===== config.mk =====
export PLATFORM = sky130hd
export DESIGN_NAME = qdl_core
export DESIGN_NICKNAME = d
export VERILOG_FILES = /design/src/rtl/qdl_pkg.sv /design/src/rtl/qdl_core.sv /design/src/rtl/qdl_fifo.sv
export SDC_FILE = /design/constraint.sdc
export NUM_CORES = 1
export LEC_CHECK = 0
export ABC_AREA = 1
export ABC_CLOCK_PERIOD_IN_PS = 3200
export BUFFER_PORTS_ARGS = -buffer_cell sky130_fd_sc_hd__buf_2
export CAP_MARGIN = 15
export CELL_PAD_IN_SITES_DETAIL_PLACEMENT = 2
export CELL_PAD_IN_SITES_GLOBAL_PLACEMENT = 2
export CORE_MARGIN = 4
export CORE_UTILIZATION = 37
export CTS_CLUSTER_SIZE = 16
export DETAILED_ROUTE_END_ITERATION = 10
export GPL_TIMING_DRIVEN = 0
export PLACE_DENSITY = 0.84
export SETUP_SLACK_MARGIN = 0.05
export SYNTH_ARGS = -nofsm -noshare
export SYNTH_HDL_FRONTEND = slang
export SYNTH_SLANG_ARGS = --single-unit

===== constraint.sdc =====
create_clock -name sys_clk -period 3.2 [get_ports sys_clk]
set_input_delay 0.64 -clock sys_clk [delete_from_list [all_inputs] [get_ports sys_clk]]
set_output_delay 0.64 -clock sys_clk [all_outputs]
set_load 0.1 [all_outputs]

===== src/rtl/qdl_pkg.sv =====
// Shared constants for the quad converter load control block
package qdl_pkg;
  localparam int unsigned FRAME_BITS   = 24;
  localparam int unsigned DATA_W       = 16;
  localparam int unsigned CHAN_N       = 4;
  localparam int unsigned FIFO_DEPTH   = 8;
  localparam int unsigned FIFO_W       = 24;
  localparam int unsigned CNT_W        = 5;
  localparam logic [4:0]  LAST_BIT     = 5'h17;
  // Field positions inside a received frame
  localparam int unsigned POS_ADDR_HI  = 23;
  localparam int unsigned POS_ADDR_LO  = 22;
  localparam int unsigned POS_LD_UP    = 21;
  localparam int unsigned POS_LD_LO    = 20;
  localparam int unsigned POS_SEL_HI   = 18;
  localparam int unsigned POS_SEL_LO   = 17;
  localparam int unsigned POS_PD       = 16;
  localparam int unsigned POS_MODE_HI  = 15;
  localparam int unsigned POS_MODE_LO  = 14;
  // Output states, power-down modes and reset code of one channel
  localparam logic [1:0]  OUT_ACTIVE   = 2'h0;
  localparam logic [1:0]  OUT_HIZ      = 2'h1;
  localparam logic [1:0]  OUT_PD_1K    = 2'h2;
  localparam logic [1:0]  OUT_PD_100K  = 2'h3;
  localparam logic [1:0]  MODE_1K      = 2'h1;
  localparam logic [1:0]  MODE_100K    = 2'h2;
  localparam logic [15:0] RESET_CODE   = 16'h0000;
endpackage : qdl_pkg


===== src/rtl/qdl_core.sv =====
// Serial frame receiver, buffers and load control of a quad converter
`timescale 1ns/100ps
`default_nettype none
module qdl_core (
  input  wire logic                                  sys_clk,
  input  wire logic                                  rst,
  input  wire logic                                  sclk_pin,
  input  wire logic                                  sync_n_pin,
  input  wire logic                                  din_pin,
  input  wire logic                                  enable_n_pin,
  input  wire logic                                  load_strobe_pin,
  input  wire logic                                  dev_addr_hi,
  input  wire logic                                  dev_addr_lo,
  output logic [qdl_pkg::CHAN_N-1:0][qdl_pkg::DATA_W-1:0] dac_code,
  output logic [qdl_pkg::CHAN_N-1:0][1:0]            dac_out_state,
  output logic                                       frame_overflow
);
  import qdl_pkg::*;

  typedef struct packed {
    logic [2:0]                         sclk_s;
    logic [2:0]                         sync_s;
    logic [1:0]                         din_s;
    logic [1:0]                         en_s;
    logic [2:0]                         ld_s;
    logic                               in_frame;
    logic [CNT_W-1:0]                   bit_cnt;
    logic [FRAME_BITS-2:0]              shift;
    logic [CHAN_N-1:0][DATA_W+2:0]      buf_word;
    logic [CHAN_N-1:0]                  buf_fresh;
    logic [CHAN_N-1:0][DATA_W-1:0]      code;
    logic [CHAN_N-1:0][1:0]             ostate;
    logic                               ovf;
  } qdl_state_t;

  qdl_state_t st_reg, st_next;

  // ==========================================================
  // Frame FIFO between receiver and buffer update
  logic                  f_in_valid;
  logic                  f_in_ready;
  logic [FIFO_W-1:0]     f_in_data;
  logic                  f_out_valid;
  logic [FIFO_W-1:0]     f_out_data;

  qdl_fifo #(.WIDTH(FIFO_W), .DEPTH(FIFO_DEPTH)) qdl_fifo_i (
    .sys_clk   (sys_clk),
    .rst       (rst),
    .in_valid  (f_in_valid),
    .in_ready  (f_in_ready),
    .in_data   (f_in_data),
    .out_valid (f_out_valid),
    .out_ready (1'b1),
    .out_data  (f_out_data)
  );

  // ==========================================================
  // Edge detection on synchronised pins
  logic sclk_fall, sync_fall, sync_high, ld_rise, listen, last_edge;
  assign sclk_fall = st_reg.sclk_s[2] && !st_reg.sclk_s[1];
  assign sync_high = st_reg.sync_s[1];
  assign sync_fall = st_reg.sync_s[2] && !st_reg.sync_s[1];
  assign ld_rise   = !st_reg.ld_s[2] && st_reg.ld_s[1];
  assign listen    = !st_reg.en_s[1];
  assign last_edge = st_reg.in_frame && sclk_fall && !sync_high && listen && (st_reg.bit_cnt == LAST_BIT);
  assign f_in_data  = {st_reg.shift, st_reg.din_s[1]};
  assign f_in_valid = last_edge;

  function automatic logic [1:0] pd_state(input logic [2:0] m);
    if (!m[2])
      return OUT_ACTIVE;
    else if (m[1:0] == MODE_1K)
      return OUT_PD_1K;
    else if (m[1:0] == MODE_100K)
      return OUT_PD_100K;
    else
      return OUT_HIZ;
  endfunction

  // ==========================================================
  // Next-state logic
  logic [1:0] sel;
  logic       addr_ok;
  always_comb begin
    st_next = st_reg;
    st_next.sclk_s = {st_reg.sclk_s[1:0], sclk_pin};
    st_next.sync_s = {st_reg.sync_s[1:0], sync_n_pin};
    st_next.din_s  = {st_reg.din_s[0], din_pin};
    st_next.en_s   = {st_reg.en_s[0], enable_n_pin};
    st_next.ld_s   = {st_reg.ld_s[1:0], load_strobe_pin};
    sel     = {f_out_data[POS_SEL_HI], f_out_data[POS_SEL_LO]};
    addr_ok = (f_out_data[POS_ADDR_HI] == dev_addr_hi) && (f_out_data[POS_ADDR_LO] == dev_addr_lo);

    // frame opens at sync low, counts falling edges
    if (sync_high || !listen) begin
      st_next.in_frame = 1'b0;
      st_next.bit_cnt  = '0;
    end else if (sync_fall) begin
      st_next.in_frame = 1'b1;
      st_next.bit_cnt  = '0;
    end else if (st_reg.in_frame && sclk_fall) begin
      st_next.shift   = {st_reg.shift[FRAME_BITS-3:0], st_reg.din_s[1]};
      st_next.bit_cnt = st_reg.bit_cnt + 1'b1;
      if (last_edge) begin
        st_next.in_frame = 1'b0;
        st_next.ovf      = st_reg.ovf | !f_in_ready;
      end
    end

    // strobe rise loads all fresh buffers
    if (ld_rise) begin
      for (int i = 0; i < CHAN_N; i++) begin
        if (st_reg.buf_fresh[i]) begin
          st_next.code[i]      = st_reg.buf_word[i][DATA_W-1:0];
          st_next.ostate[i]    = st_reg.buf_word[i][DATA_W+2] ?
                                 pd_state(st_reg.buf_word[i][DATA_W+2:DATA_W]) : OUT_ACTIVE;
          st_next.buf_fresh[i] = 1'b0;
        end
      end
    end

    if (f_out_valid && addr_ok) begin
      st_next.buf_word[sel] = {f_out_data[POS_PD], f_out_data[POS_MODE_HI], f_out_data[POS_MODE_LO],
                               f_out_data[DATA_W-1:0]};
      st_next.buf_fresh[sel] = 1'b1;
      for (int i = 0; i < CHAN_N; i++) begin
        // upper load bit loads every channel
        // load bits 01 load selected channel
        if (f_out_data[POS_LD_UP] || (f_out_data[POS_LD_LO] && (sel == i[1:0]))) begin
          st_next.buf_fresh[i] = 1'b0;
          if (sel == i[1:0]) begin
            st_next.code[i]   = f_out_data[DATA_W-1:0];
            st_next.ostate[i] = f_out_data[POS_PD] ?
                                pd_state({1'b1, f_out_data[POS_MODE_HI], f_out_data[POS_MODE_LO]}) : OUT_ACTIVE;
          end else begin
            st_next.code[i]   = st_reg.buf_word[i][DATA_W-1:0];
            st_next.ostate[i] = pd_state(st_reg.buf_word[i][DATA_W+2:DATA_W]);
          end
        end
      end
    end
  end

  always_ff @(posedge sys_clk) begin
    if (rst) begin
      st_reg <= '0;
      for (int i = 0; i < CHAN_N; i++) begin
        st_reg.code[i] <= RESET_CODE;
      end
    end else begin
      st_reg <= st_next;
    end
  end

  assign dac_code       = st_reg.code;
  assign dac_out_state  = st_reg.ostate;
  assign frame_overflow = st_reg.ovf;

  // ==========================================================
  // Checks
  // no frame accepted while disabled
  a_disabled_no_frame: assert property (@(posedge sys_clk) disable iff (rst)
    !listen |-> !f_in_valid) else $error("frame taken while disabled");
  // frame emitted only on the 24th edge
  a_frame_at_24th: assert property (@(posedge sys_clk) disable iff (rst)
    f_in_valid |-> (st_reg.bit_cnt == LAST_BIT) && sclk_fall) else $error("frame not at 24th edge");
  a_single_frame: assert property (@(posedge sys_clk) disable iff (rst)
    f_in_valid |-> ##2 !st_reg.in_frame) else $error("second frame opened in same sync low");
  a_broadcast_load: assert property (@(posedge sys_clk) disable iff (rst)
    (f_out_valid && addr_ok && f_out_data[POS_LD_UP] && !ld_rise) |=>
      (st_reg.buf_fresh == '0)) else $error("broadcast left fresh buffer");
  a_stale_kept: assert property (@(posedge sys_clk) disable iff (rst)
    (ld_rise && !st_reg.buf_fresh[0] && !(f_out_valid && addr_ok)) |=>
      $stable(st_reg.code[0])) else $error("stale channel changed");
  a_strobe_load: assert property (@(posedge sys_clk) disable iff (rst)
    (ld_rise && !f_out_valid) |=> (st_reg.buf_fresh == '0)) else $error("strobe missed a buffer");
  a_foreign_addr: assert property (@(posedge sys_clk) disable iff (rst)
    (f_out_valid && !addr_ok && !ld_rise) |=> $stable(st_reg.code) && $stable(st_reg.buf_fresh))
    else $error("foreign frame accepted");
  // ordinary data load gives active output
  a_pd_exit: assert property (@(posedge sys_clk) disable iff (rst)
    (f_out_valid && addr_ok && f_out_data[POS_LD_LO] && !f_out_data[POS_PD] && !f_out_data[POS_LD_UP]
     && (sel == 2'h0) && !ld_rise) |=> (st_reg.ostate[0] == OUT_ACTIVE)) else $error("no power-down exit");
  a_write_only: assert property (@(posedge sys_clk) disable iff (rst)
    (f_out_valid && addr_ok && !f_out_data[POS_LD_UP] && !f_out_data[POS_LD_LO] && !ld_rise)
      |=> $stable(st_reg.code) ##0 st_reg.buf_fresh[$past(sel)]) else $error("write-only frame loaded");
  c_frame_taken:   cover property (@(posedge sys_clk) disable iff (rst) f_in_valid);
  c_strobe_load:   cover property (@(posedge sys_clk) disable iff (rst) ld_rise && (st_reg.buf_fresh != '0));
  c_broadcast:     cover property (@(posedge sys_clk) disable iff (rst) f_out_valid && f_out_data[POS_LD_UP]);
  c_powerdown:     cover property (@(posedge sys_clk) disable iff (rst) st_reg.ostate[0] == OUT_PD_1K);
endmodule : qdl_core
`default_nettype wire


===== src/rtl/qdl_fifo.sv =====
// Small flip-flop FIFO with valid/ready on both sides
`timescale 1ns/100ps
`default_nettype none
module qdl_fifo #(
  parameter int unsigned WIDTH = 24,
  parameter int unsigned DEPTH = 8
) (
  input  wire logic             sys_clk,
  input  wire logic             rst,
  input  wire logic             in_valid,
  output logic                  in_ready,
  input  wire logic [WIDTH-1:0] in_data,
  output logic                  out_valid,
  input  wire logic             out_ready,
  output logic      [WIDTH-1:0] out_data
);
  localparam int unsigned AW = $clog2(DEPTH);
  typedef struct packed {
    logic [DEPTH-1:0][WIDTH-1:0] mem;
    logic [AW-1:0]               wptr;
    logic [AW-1:0]               rptr;
    logic [AW:0]                 count;
  } qdl_fifo_state_t;
  qdl_fifo_state_t st_reg, st_next;
  logic push, pop;

  assign in_ready  = (st_reg.count != (AW+1)'(DEPTH));
  assign out_valid = (st_reg.count != '0);
  assign out_data  = st_reg.mem[st_reg.rptr];
  assign push      = in_valid && in_ready;
  assign pop       = out_valid && out_ready;

  always_comb begin
    st_next = st_reg;
    if (push) begin
      st_next.mem[st_reg.wptr] = in_data;
      st_next.wptr = st_reg.wptr + 1'b1;
    end
    if (pop) begin
      st_next.rptr = st_reg.rptr + 1'b1;
    end
    st_next.count = st_reg.count + (AW+1)'(push) - (AW+1)'(pop);
  end

  always_ff @(posedge sys_clk) begin
    if (rst) begin
      st_reg <= '0;
    end else begin
      st_reg <= st_next;
    end
  end

  a_fifo_no_over: assert property (@(posedge sys_clk) disable iff (rst)
    st_reg.count <= (AW+1)'(DEPTH)) else $error("fifo count above depth");
endmodule : qdl_fifo
`default_nettype wire


* Word-level counts from Yosys, hierarchy flattened
Index checks and enable logic that the tools add are counted.
Storage, ports and cells: flip-flop bits (word level) 397, bits in latches 0, bits in writable memories 0, bits in read-only memories 0, bits of input ports 9, output and inout port bits 73, word-level logic and storage cells 157, memories kept 0
Cells by class: add/subtract/negate cells 5, multipliers 0, div/mod/pow operators 0, $lt $le $gt $ge 5, equality and inequality tests 17, shift operators 0, mux-type cells 58, bitwise gates (word level) 4, reductions and logical operators 35
Operator list (count):
- $bwmux W192 | 1
- $mux W16 | 12
- $mux W76 | 2
- $bwmux W76 | 1
- $bmux W24 S3 | 1
- $demux W24 S3 | 1
- $mux W2 | 27
- $mux W24 | 2
- $demux W19 S2 | 1
- $mux W29 | 1
- $mux W19 | 1
- $logic_and A1 B1 Y1 | 16
- $eq A2 B2 Y1 const B | 7
- $eq A2 B1 Y1 const B | 6
- $lt A3 B4 Y1 const B | 2
- $add A3 B1 Y3 const B | 2
- $mux W1 | 6
- $mux W6 | 1
- $add A5 B1 Y5 const B | 1
- $eq A5 B5 Y1 const B | 1
- $logic_not A1 Y1 | 5
- $logic_or A1 B1 Y1 | 5
- $add A4 B1 Y4 | 1
- $ne A4 B4 Y1 const B | 1
- other kinds (17) | 20

* Logic depth before layout (Yosys ltp)
Gate-level depths: netlist (run 1).
depth in word-level cells 9, gate-level depth with buffers 18, depth with buffers taken out 16

* Modules after synthesis
From an unflattened synthesis (run 1), not the netlist that was laid out.
Second synthesis, totals: cells, all modules 3256, area, all modules 20194.4 um^2
By module, submodules not included:
- qdl_fifo | instances 1, cells each 1643, area each 10261.1 um^2, sequential area each 4043.9 um^2
- qdl_core | instances 1, cells each 1613, area each 9933.3 um^2, sequential area each 3743.6 um^2

* Worst setup path before layout (run 1)
OpenSTA, ideal clock, no wires.
kind register to register, from register qdl_fifo_i.st_reg[4] (netlist name), to register st_reg, in the netlist dac_out_state[1], library setup time 0.115 ns, data arrival time 2.075 ns, required time 3.085 ns, path slack 1.010 ns, stages on the path, launching flop included 19, path buffers 3, path through dfxtp_1 -> inv_2 -> buf_6 -> buf_4 -> clkbuf_1 -> nand2_1 -> nand3_1 -> nand2_1 -> nand2_1 -> nand2_1 -> inv_1 -> ha_1 -> inv_1 -> nand2_1 -> nor2_1 -> nor2_1 -> nand3_1 -> nand2_1 -> nor2_1
On the way: word-level cells in the longest chain between the ends 9, elaborated cells between the ends (all ways) 17
RTL lines:
- start: declaration | line qdl_fifo.sv:24 | qdl_fifo_state_t st_reg, st_next;
- start signal: assignment | line qdl_fifo.sv:49 | st_reg <= st_next;
- $bmux W24 S3 (*) | line qdl_fifo.sv:29 | assign out_data = st_reg.mem[st_reg.rptr];
- $mux W24 (not written as such) (*) | line qdl_fifo.sv:29
- $eq A2 B2 Y1 | line qdl_core.sv:74 | else if (m[1:0] == MODE_100K)
- $mux W2 | line qdl_core.sv:74
- $mux W2 | line qdl_core.sv:72 | else if (m[1:0] == MODE_1K)
- $mux W2 | line qdl_core.sv:133 | st_next.ostate[i] = f_out_data[POS_PD] ?
- $mux W2 | line qdl_core.sv:131 | if (sel == i[1:0]) begin
- $mux W2 | line qdl_core.sv:129 | if (f_out_data[POS_LD_UP] || (f_out_data[POS_LD_LO] && (sel == i[1:0]))) begin
- $mux W76 (*) | line qdl_core.sv:122 | if (f_out_valid && addr_ok) begin
- end signal: assignment | line qdl_core.sv:151 | st_reg <= st_next;
- end: declaration | line qdl_core.sv:36 | qdl_state_t st_reg, st_next;
Mark *: on every way between the ends. The rest lies on a longest branch, timed or not. The select of a mux whose other input is x is not followed. A chain may end at the register's enable or synchronous reset.

* Worst setup path after layout (run 1)
from register qdl_fifo_i.st_reg[4] (netlist name), to register st_reg, in the netlist dac_out_state[3]
On the way: word-level cells in the longest chain between the ends 9, elaborated cells between the ends (all ways) 17
RTL lines:
- $bmux W24 S3 (*) | line qdl_fifo.sv:29
- $mux W24 (not written as such) (*) | line qdl_fifo.sv:29
- net f_out_data[14] | line qdl_core.sv:44 | logic [FIFO_W-1:0] f_out_data;
- $eq A2 B2 Y1 | line qdl_core.sv:74
- $mux W2 | line qdl_core.sv:74
- $mux W2 (*) | line qdl_core.sv:72
- $mux W2 (*) | line qdl_core.sv:133
- $mux W2 (*) | line qdl_core.sv:131
- $mux W2 (*) | line qdl_core.sv:129
- $mux W76 (*) | line qdl_core.sv:122
The timed path passes the listed nets; every way through them passes the cells marked *. The select of a mux whose other input is x is not followed.

==> summary.txt, run 1 <==
outcome: complete, no violations
largest net degree at the start of global routing: 20
routed len/inst: 22.09 um
CP Launch Type: flop
vias in the first global route: 21.94k
Mapped Area: 19,110 um^2
global route total overflow: 0
Fmax: 327.8 MHz
Final TNS setup: 0 ns
reg2reg start: qdl_fifo_i.st_reg[4]
synthesized netlist cell count: 2,902
Seq/Total Area, Yosys: 0.3991
overall routing resource usage: 0.2874
PD cells: 970.0 nW/um^2
WP data required: 3.67 ns
synthesis-stage register bit count: 381
crit path capture: dac_out_state[3]
worst vdd ir: 448.2 uV
Placed Instances: 3,663
row count: 83
max reg flops: 194
Leakage: 9.829 nW
area of the multi-input gates: 8753 um^2
Total Power: 21.24 mW
die area: 55,350 um^2
final net count: 3,054
worst hold path class: primary input to flop
global-route wire length before repair: 126,500 um
starting density of the core: 0.3733
Util after Layout: 0.4278
DRT antenna net count: 0
Num Clock Sinks: 381
cts bufs inserted: 46
routed vias/inst: 5.374
clock tree from TritonCTS: yes
IO Port Bufs: 81
fillers: 6,217
Register-to-Register Path Depth: 16
share of cells above drive strength 1: 0.1228
final hold slack: 0.2510 ns
DRC: 0
Yosys cell types: 37
latest clock arrival within the worst-skew pair: 0.60 ns
Final setup viols: 0
final wirelength: 82,680 um
reg2reg setup slack: 0.15 ns
Area Overhead vs Synth: 14.61%
Max Slew Vio Count: 0
initial antenna violation count: 0
routability cong.: 0.8762
CP endpoint kind: flop
post-synthesis async set-or-reset flop share: 0
Final Hold Viols: 0
Period minus WS final: 3.051 ns
Synth Warn #: 0
CP max FO: 10
H-tree lvl count: 2
First DRT Iteration DRCs: 1,075
Worst setup startpoint: qdl_fifo_i.st_reg[4]
Max-slew headroom: 0.2012
worst slew pin tran: 1.194 ns
flip-flop and latch area: 7629 um^2
Clk pin slew, worst setup/hold paths: 0.06 ns
Syn Area/Cell: 6.585 um^2
CTS root buffer: clkbuf_16
Mapped Nets: 2,926
drt first pass iters: 5
Die Wd: 235.3 um
I/O Pins: 82
R2R Path End: dac_out_state[3]
# diodes: 0
Final Skew: 0.02469 ns
Die H: 235.3 um
non-filler cells, final: 3,742
Core Footprint: 51,200 um^2
crit path DAT: 3.52 ns
DR vias: 20.11k
Post-synth EDFFs: 0
hold_buf cts: 0
Longest Clk Path Bufs: 3
post-detail-place hpwl: 60,370 um
Crit Path Class: flop to flop
Post-synth top flop: dfxtp_1
RSZ-0062 raised after global routing: true
max-cap violations: 0
Final period util: 0.9533
[stage by stage]
stage          worst slack (ns)  cell area [um^2]
3_3_place_gp            0.06666             20370
5_1_grt                 0.02603             21900
3_5_place_dp            -0.1197             20370
2_1_floorplan             1.010             19110
6_report                 0.1495             21900
4_1_cts                 0.05187             21890
[critical path, stage by stage, from the launching register on]
cell	delay, ns
dfxtp_2	0.43
buf_4	0.23
buf_2	0.27
buf_2	0.34
nand2_1	0.10
nand2_1	0.07
nand2_1	0.08
nand2_1	0.08
nand2_2	0.23
ha_1	0.38
inv_1	0.04
nand2_1	0.22
nor2_1	0.09
nor2_1	0.13
nand3_1	0.09
nand2_1	0.08
nor2_1	0.05
[cell type report]
type / count / area share
flip-flops and latches: 381 / 0.3483
repair buffers: 81 / 0.01851
plain buffers: 269 / 0.07095
clock buffers: 73 / 0.06547
multi-input cells: 1936 / 0.3997
well taps: 680 / 0.03885
clock inverters: 7 / 0.004056
inverters: 315 / 0.05421
[how the worst min path moves through the flow]
stage | from | to | cells after the start
5_1_grt | sync_n_pin | st_next[190] | 3
3_3_place_gp | st_next[193] | st_next[194] | 2
6_report | din_pin | st_next[188] | 3
3_5_place_dp | st_next[190] | st_next[191] | 2
2_1_floorplan | st_next[188] | f_in_data[0] | 2
4_1_cts | din_pin | st_next[188] | 3
[cells in the final DEF, fill, tap and decap left out, types with 7 or more instances in the layout]
cell type / netlist / layout
nor2_1: 194 / 194
o21ai_0: 231 / 231
buf_2: 81 / 163
buf_6: 12 / 12
ha_1: 14 / 14
nand2_4: 9 / 9
nand2_1: 788 / 786
nor2_4: 9 / 9
clkbuf_1: 73 / 82
nand3_1: 292 / 292
inv_1: 308 / 307
buf_4: 90 / 90
dfxtp_1: 381 / 380
clkbuf_8: 0 / 16
clkbuf_16: 0 / 47
a21oi_1: 372 / 372
buf_1: 12 / 8
nand2_2: 5 / 7
[routing by layer]
| metal | vias up | wire [um] | global-route usage |
|---|---|---|---|
| met2 | 428 | 42260 | 0.5343 |
| met5 | - | 0 | 0 |
| met3 | 166 | 2828 | 0.02952 |
| met1 | 10090 | 34050 | 0.3366 |
| li1 | 9423 | - | - |
| met4 | 0 | 3537 | 0.1192 |
[logic make-up after synthesis]
logic type,count (synthesis),share of synthesized area
adders and majority gates,15,0.01021
buffers and inverters,585,0.1431
xor gates and xnor gates,2,0.0009168
AOI/OAI and AO/OA,612,0.1616
and+or+nand+nor,1307,0.2851
DFF,381,0.3991
[what timing repair did]
item / in CTS / in global routing
setup buffers: 0 / 0
endpoints found under the setup margin: 8 / 37
pin swaps: 0 / 0
gates resized for setup: 5 / 5
cloned: 0 / 0
[power by group]
part           switching, mW  total [mW]  leakage (nW)  internal [mW]
sequential             0.415        5.65          3.08           5.23
combinational           7.75        10.2          6.00           2.47
clock                   2.17        5.37         0.754           3.21
total                   10.3        21.2          9.83           10.9
[cells in the mapped netlist (2+ instances only)]
cell / n / area [um^2]
nand2_1: 788 / 2958
nor2_1: 194 / 728.2
buf_6: 12 / 135.1
buf_4: 90 / 675.7
buf_1: 12 / 45.04
nor3_1: 2 / 10.01
ha_1: 14 / 175.2
nor2_4: 9 / 101.4
nand2_4: 9 / 101.4
xor2_1: 2 / 17.52
nand4_1: 3 / 18.77
buf_2: 81 / 405.4
a21oi_1: 372 / 1862
inv_2: 3 / 11.26
dfxtp_1: 381 / 7627
o21ai_0: 231 / 1156
o21ai_1: 3 / 15.01
nand2_2: 5 / 31.28
nand3_1: 292 / 1461
inv_1: 308 / 1156
inv_4: 2 / 12.51
clkbuf_1: 73 / 274.0
clkinv_1: 2 / 7.510
Note: power is estimated with default switching activity, not from simulation.
==> run 2, diff against run 1 <==
Settings changed: ABC_CLOCK_PERIOD_IN_PS 3200 to 3150, CAP_MARGIN 15 to 20, CORE_UTILIZATION 37 to 35, PLACE_DENSITY 0.84 to 0.8.
Clock period 3.2 ns to 3.15 ns, I/O delays scaled along.
==> run 2 against run 1 <==
  * Maximum frequency rose by 2.6%
  * Clock power increased by 3%
  * Register-to-register slack improved by 0.03 ns
  * Sequential power rose by 1%
  * Critical path depth is 5 lower
  * Global-route usage down 1.4 points
  * Via count decreased by 0.85%
  * Non-clock buffer count is the same
  * Wire length shrank 0.44%
  * Largest cell class unchanged
  * Highest routed layer unchanged
==> summary.txt, run 2 (synthesized netlist as in run 1, its figures left out) <==
Period minus WS final: 2.974 ns (-0.07628 ns)
Die Wd: 241.7 um (+2.7%)
worst slew pin tran: 1.137 ns (-0.05631 ns)
Clk pin slew, worst setup/hold paths: 0.06 ns (about the same)
routability cong.: 0.8720 (-0.48%)
routed vias/inst: 5.303 (-1.3%)
max-cap violations: 0 (unchanged)
Total Power: 21.68 mW (+2.0%)
Final Skew: 0.02607 ns (+0.001385 ns)
global route total overflow: 0 (unchanged)
Register-to-Register Path Depth: 11 (-5)
max reg flops: 194 (unchanged)
Max Slew Vio Count: 0 (unchanged)
outcome: complete, no violations
Crit Path Class: flop to flop
largest net degree at the start of global routing: 13 (-35%)
non-filler cells, final: 3,760 (+0.48%)
Final Hold Viols: 0 (unchanged)
routed length on met2: 42,170 um (-0.21%)
area of the multi-input gates: 8756 um^2 (about the same)
cts bufs inserted: 46 (unchanged)
PD cells: 986.7 nW/um^2 (+1.7%)
Hold Path Stages: 3 (unchanged)
fillers: 6,507 (+4.7%)
CP Launch Type: flop
flip-flop and latch area: 7629 um^2 (unchanged)
DRT antenna net count: 0 (unchanged)
Area Overhead vs Synth: 14.96%
met1 wire length: 33,760 um (-0.84%)
Final period util: 0.9442 (-0.009084)
Core Footprint: 53,920 um^2 (+5.3%)
RSZ-0062 raised after global routing: false
overall routing resource usage: 0.2733 (-0.01412)
H-tree lvl count: 2 (unchanged)
row count: 85 (+2.4%)
final net count: 3,054 (unchanged)
Leakage: 9.861 nW (+0.32%)
routed len/inst: 21.89 um (-0.92%)
CP endpoint kind: flop
final hold slack: 0.2379 ns (-0.01307 ns)
Util after Layout: 0.4074 (-0.02035)
Final TNS setup: 0 ns (unchanged)
share of cells above drive strength 1: 0.1260 (+0.003184)
post-CTS setup buffer count: 0 (unchanged)
Die H: 241.7 um (+2.7%)
IO Port Bufs: 81 (unchanged)
Final setup viols: 0 (unchanged)
die area: 58,400 um^2 (+5.5%)
Max-slew headroom: 0.2389 (+0.03768)
vias in the first global route: 21.83k (-0.51%)
clock tree from TritonCTS: yes
final setup margin: 0.1757 ns (+0.02628 ns)
worst vdd ir: 449.2 uV (+0.22%)
DR vias: 19.94k (-0.85%)
post-detail-place hpwl: 61,130 um (+1.3%)
Finished Cell Area: 21,970 um^2 (+0.31%)
CP max FO: 10 (unchanged)
Placed Instance Area: 20,390 um^2 (about the same)
# diodes: 0 (unchanged)
drt first pass iters: 5 (unchanged)
latest clock arrival within the worst-skew pair: 0.60 ns (about the same)
First DRT Iteration DRCs: 960 (-11%)
most frequent cells in the layout: 785 x nand2_1, 380 x dfxtp_1, 372 x a21oi_1
met3 routed wirelength: 2907 um (+2.8%)
Num Clock Sinks: 381 (unchanged)
WP data required: 3.67 ns (about the same)
I/O Pins: 82 (unchanged)
Fmax: 336.2 MHz (+2.6%)
pre-CTS setup slack: -0.03158 ns (+0.08812 ns)
starting density of the core: 0.3544 (-0.01885)
final wirelength: 82,310 um (-0.44%)
Placed Instances: 3,679 (+0.44%)
Longest Clk Path Bufs: 3 (unchanged)
commonest non-fill, non-tap cell in the layout: nand2_1
hold_buf cts: 0 (unchanged)
DRC: 0 (unchanged)
CTS root buffer: clkbuf_16
initial antenna violation count: 0 (unchanged)
worst hold path class: primary input to flop
global-route wire length before repair: 126,400 um (about the same)
DR top layer: met4
crit path DAT: 3.49 ns (-0.03 ns)
run 2: cell types whose count changed in the layout (fill, tap and decap cells not counted), sizes merged:
cell	change
clkbuf	-9
clkinv	+9
clkinvlp	+1
bufinv	+1
run 2: layer usage:
layer  global-route usage  vias up
met5                    0        -
met4               0.1105        0
met3              0.03412      157
li1                     -     9408
met1               0.3142    10010
met2               0.5122      366
run 2: what timing repair did:
| action | 4_1_cts | 5_1_grt |
|---|---|---|
| endpoints found under the hold margin | 0 | 0 |
| cloned | 0 | 0 |
| endpoints found under the setup margin | 40 | 33 |
| pin swaps | 0 | 0 |
| gates resized for setup | 8 | 7 |
run 2: path summary, 6_finish.rpt:
path | start | to | slack [ns]
setup reg to reg | qdl_fifo_i.st_reg[5] | st_reg[85] | 0.18
hold / removal | sclk_pin | st_next[193] | 0.24
hold reg to reg | st_next[193] | st_next[194] | 0.41
setup / recovery | qdl_fifo_i.st_reg[5] | st_reg[85] | 0.18
run 2: cell type report:
class,instances,area share
Buffer,269,0.07096
Clock buffer,64,0.06230
Clock inverter,18,0.008827
Inverter,315,0.05405
Multi-Input combinational cell,1936,0.3985
Sequential cell,381,0.3472
Tap cell,696,0.03964
Timing Repair Buffer,81,0.01845
run 2: where the power goes:
group          switching [mW]  leakage, nW  internal [mW]
clock network            2.26        0.784           3.28
logic                    7.89         6.00           2.52
registers               0.420         3.08           5.31
total                    10.6         9.86           11.1
run 2: critical path: stages, from the launching register on:
cell and delay [ns]:
dfxtp_1 0.33, buf_2 0.22, buf_2 0.31, clkbuf_1 0.48
nand3_1 0.17, nand2_1 0.10, nand2_1 0.05, nand2_1 0.51
inv_1 0.34, nand3_1 0.18, nand2_1 0.07, nor2_1 0.11
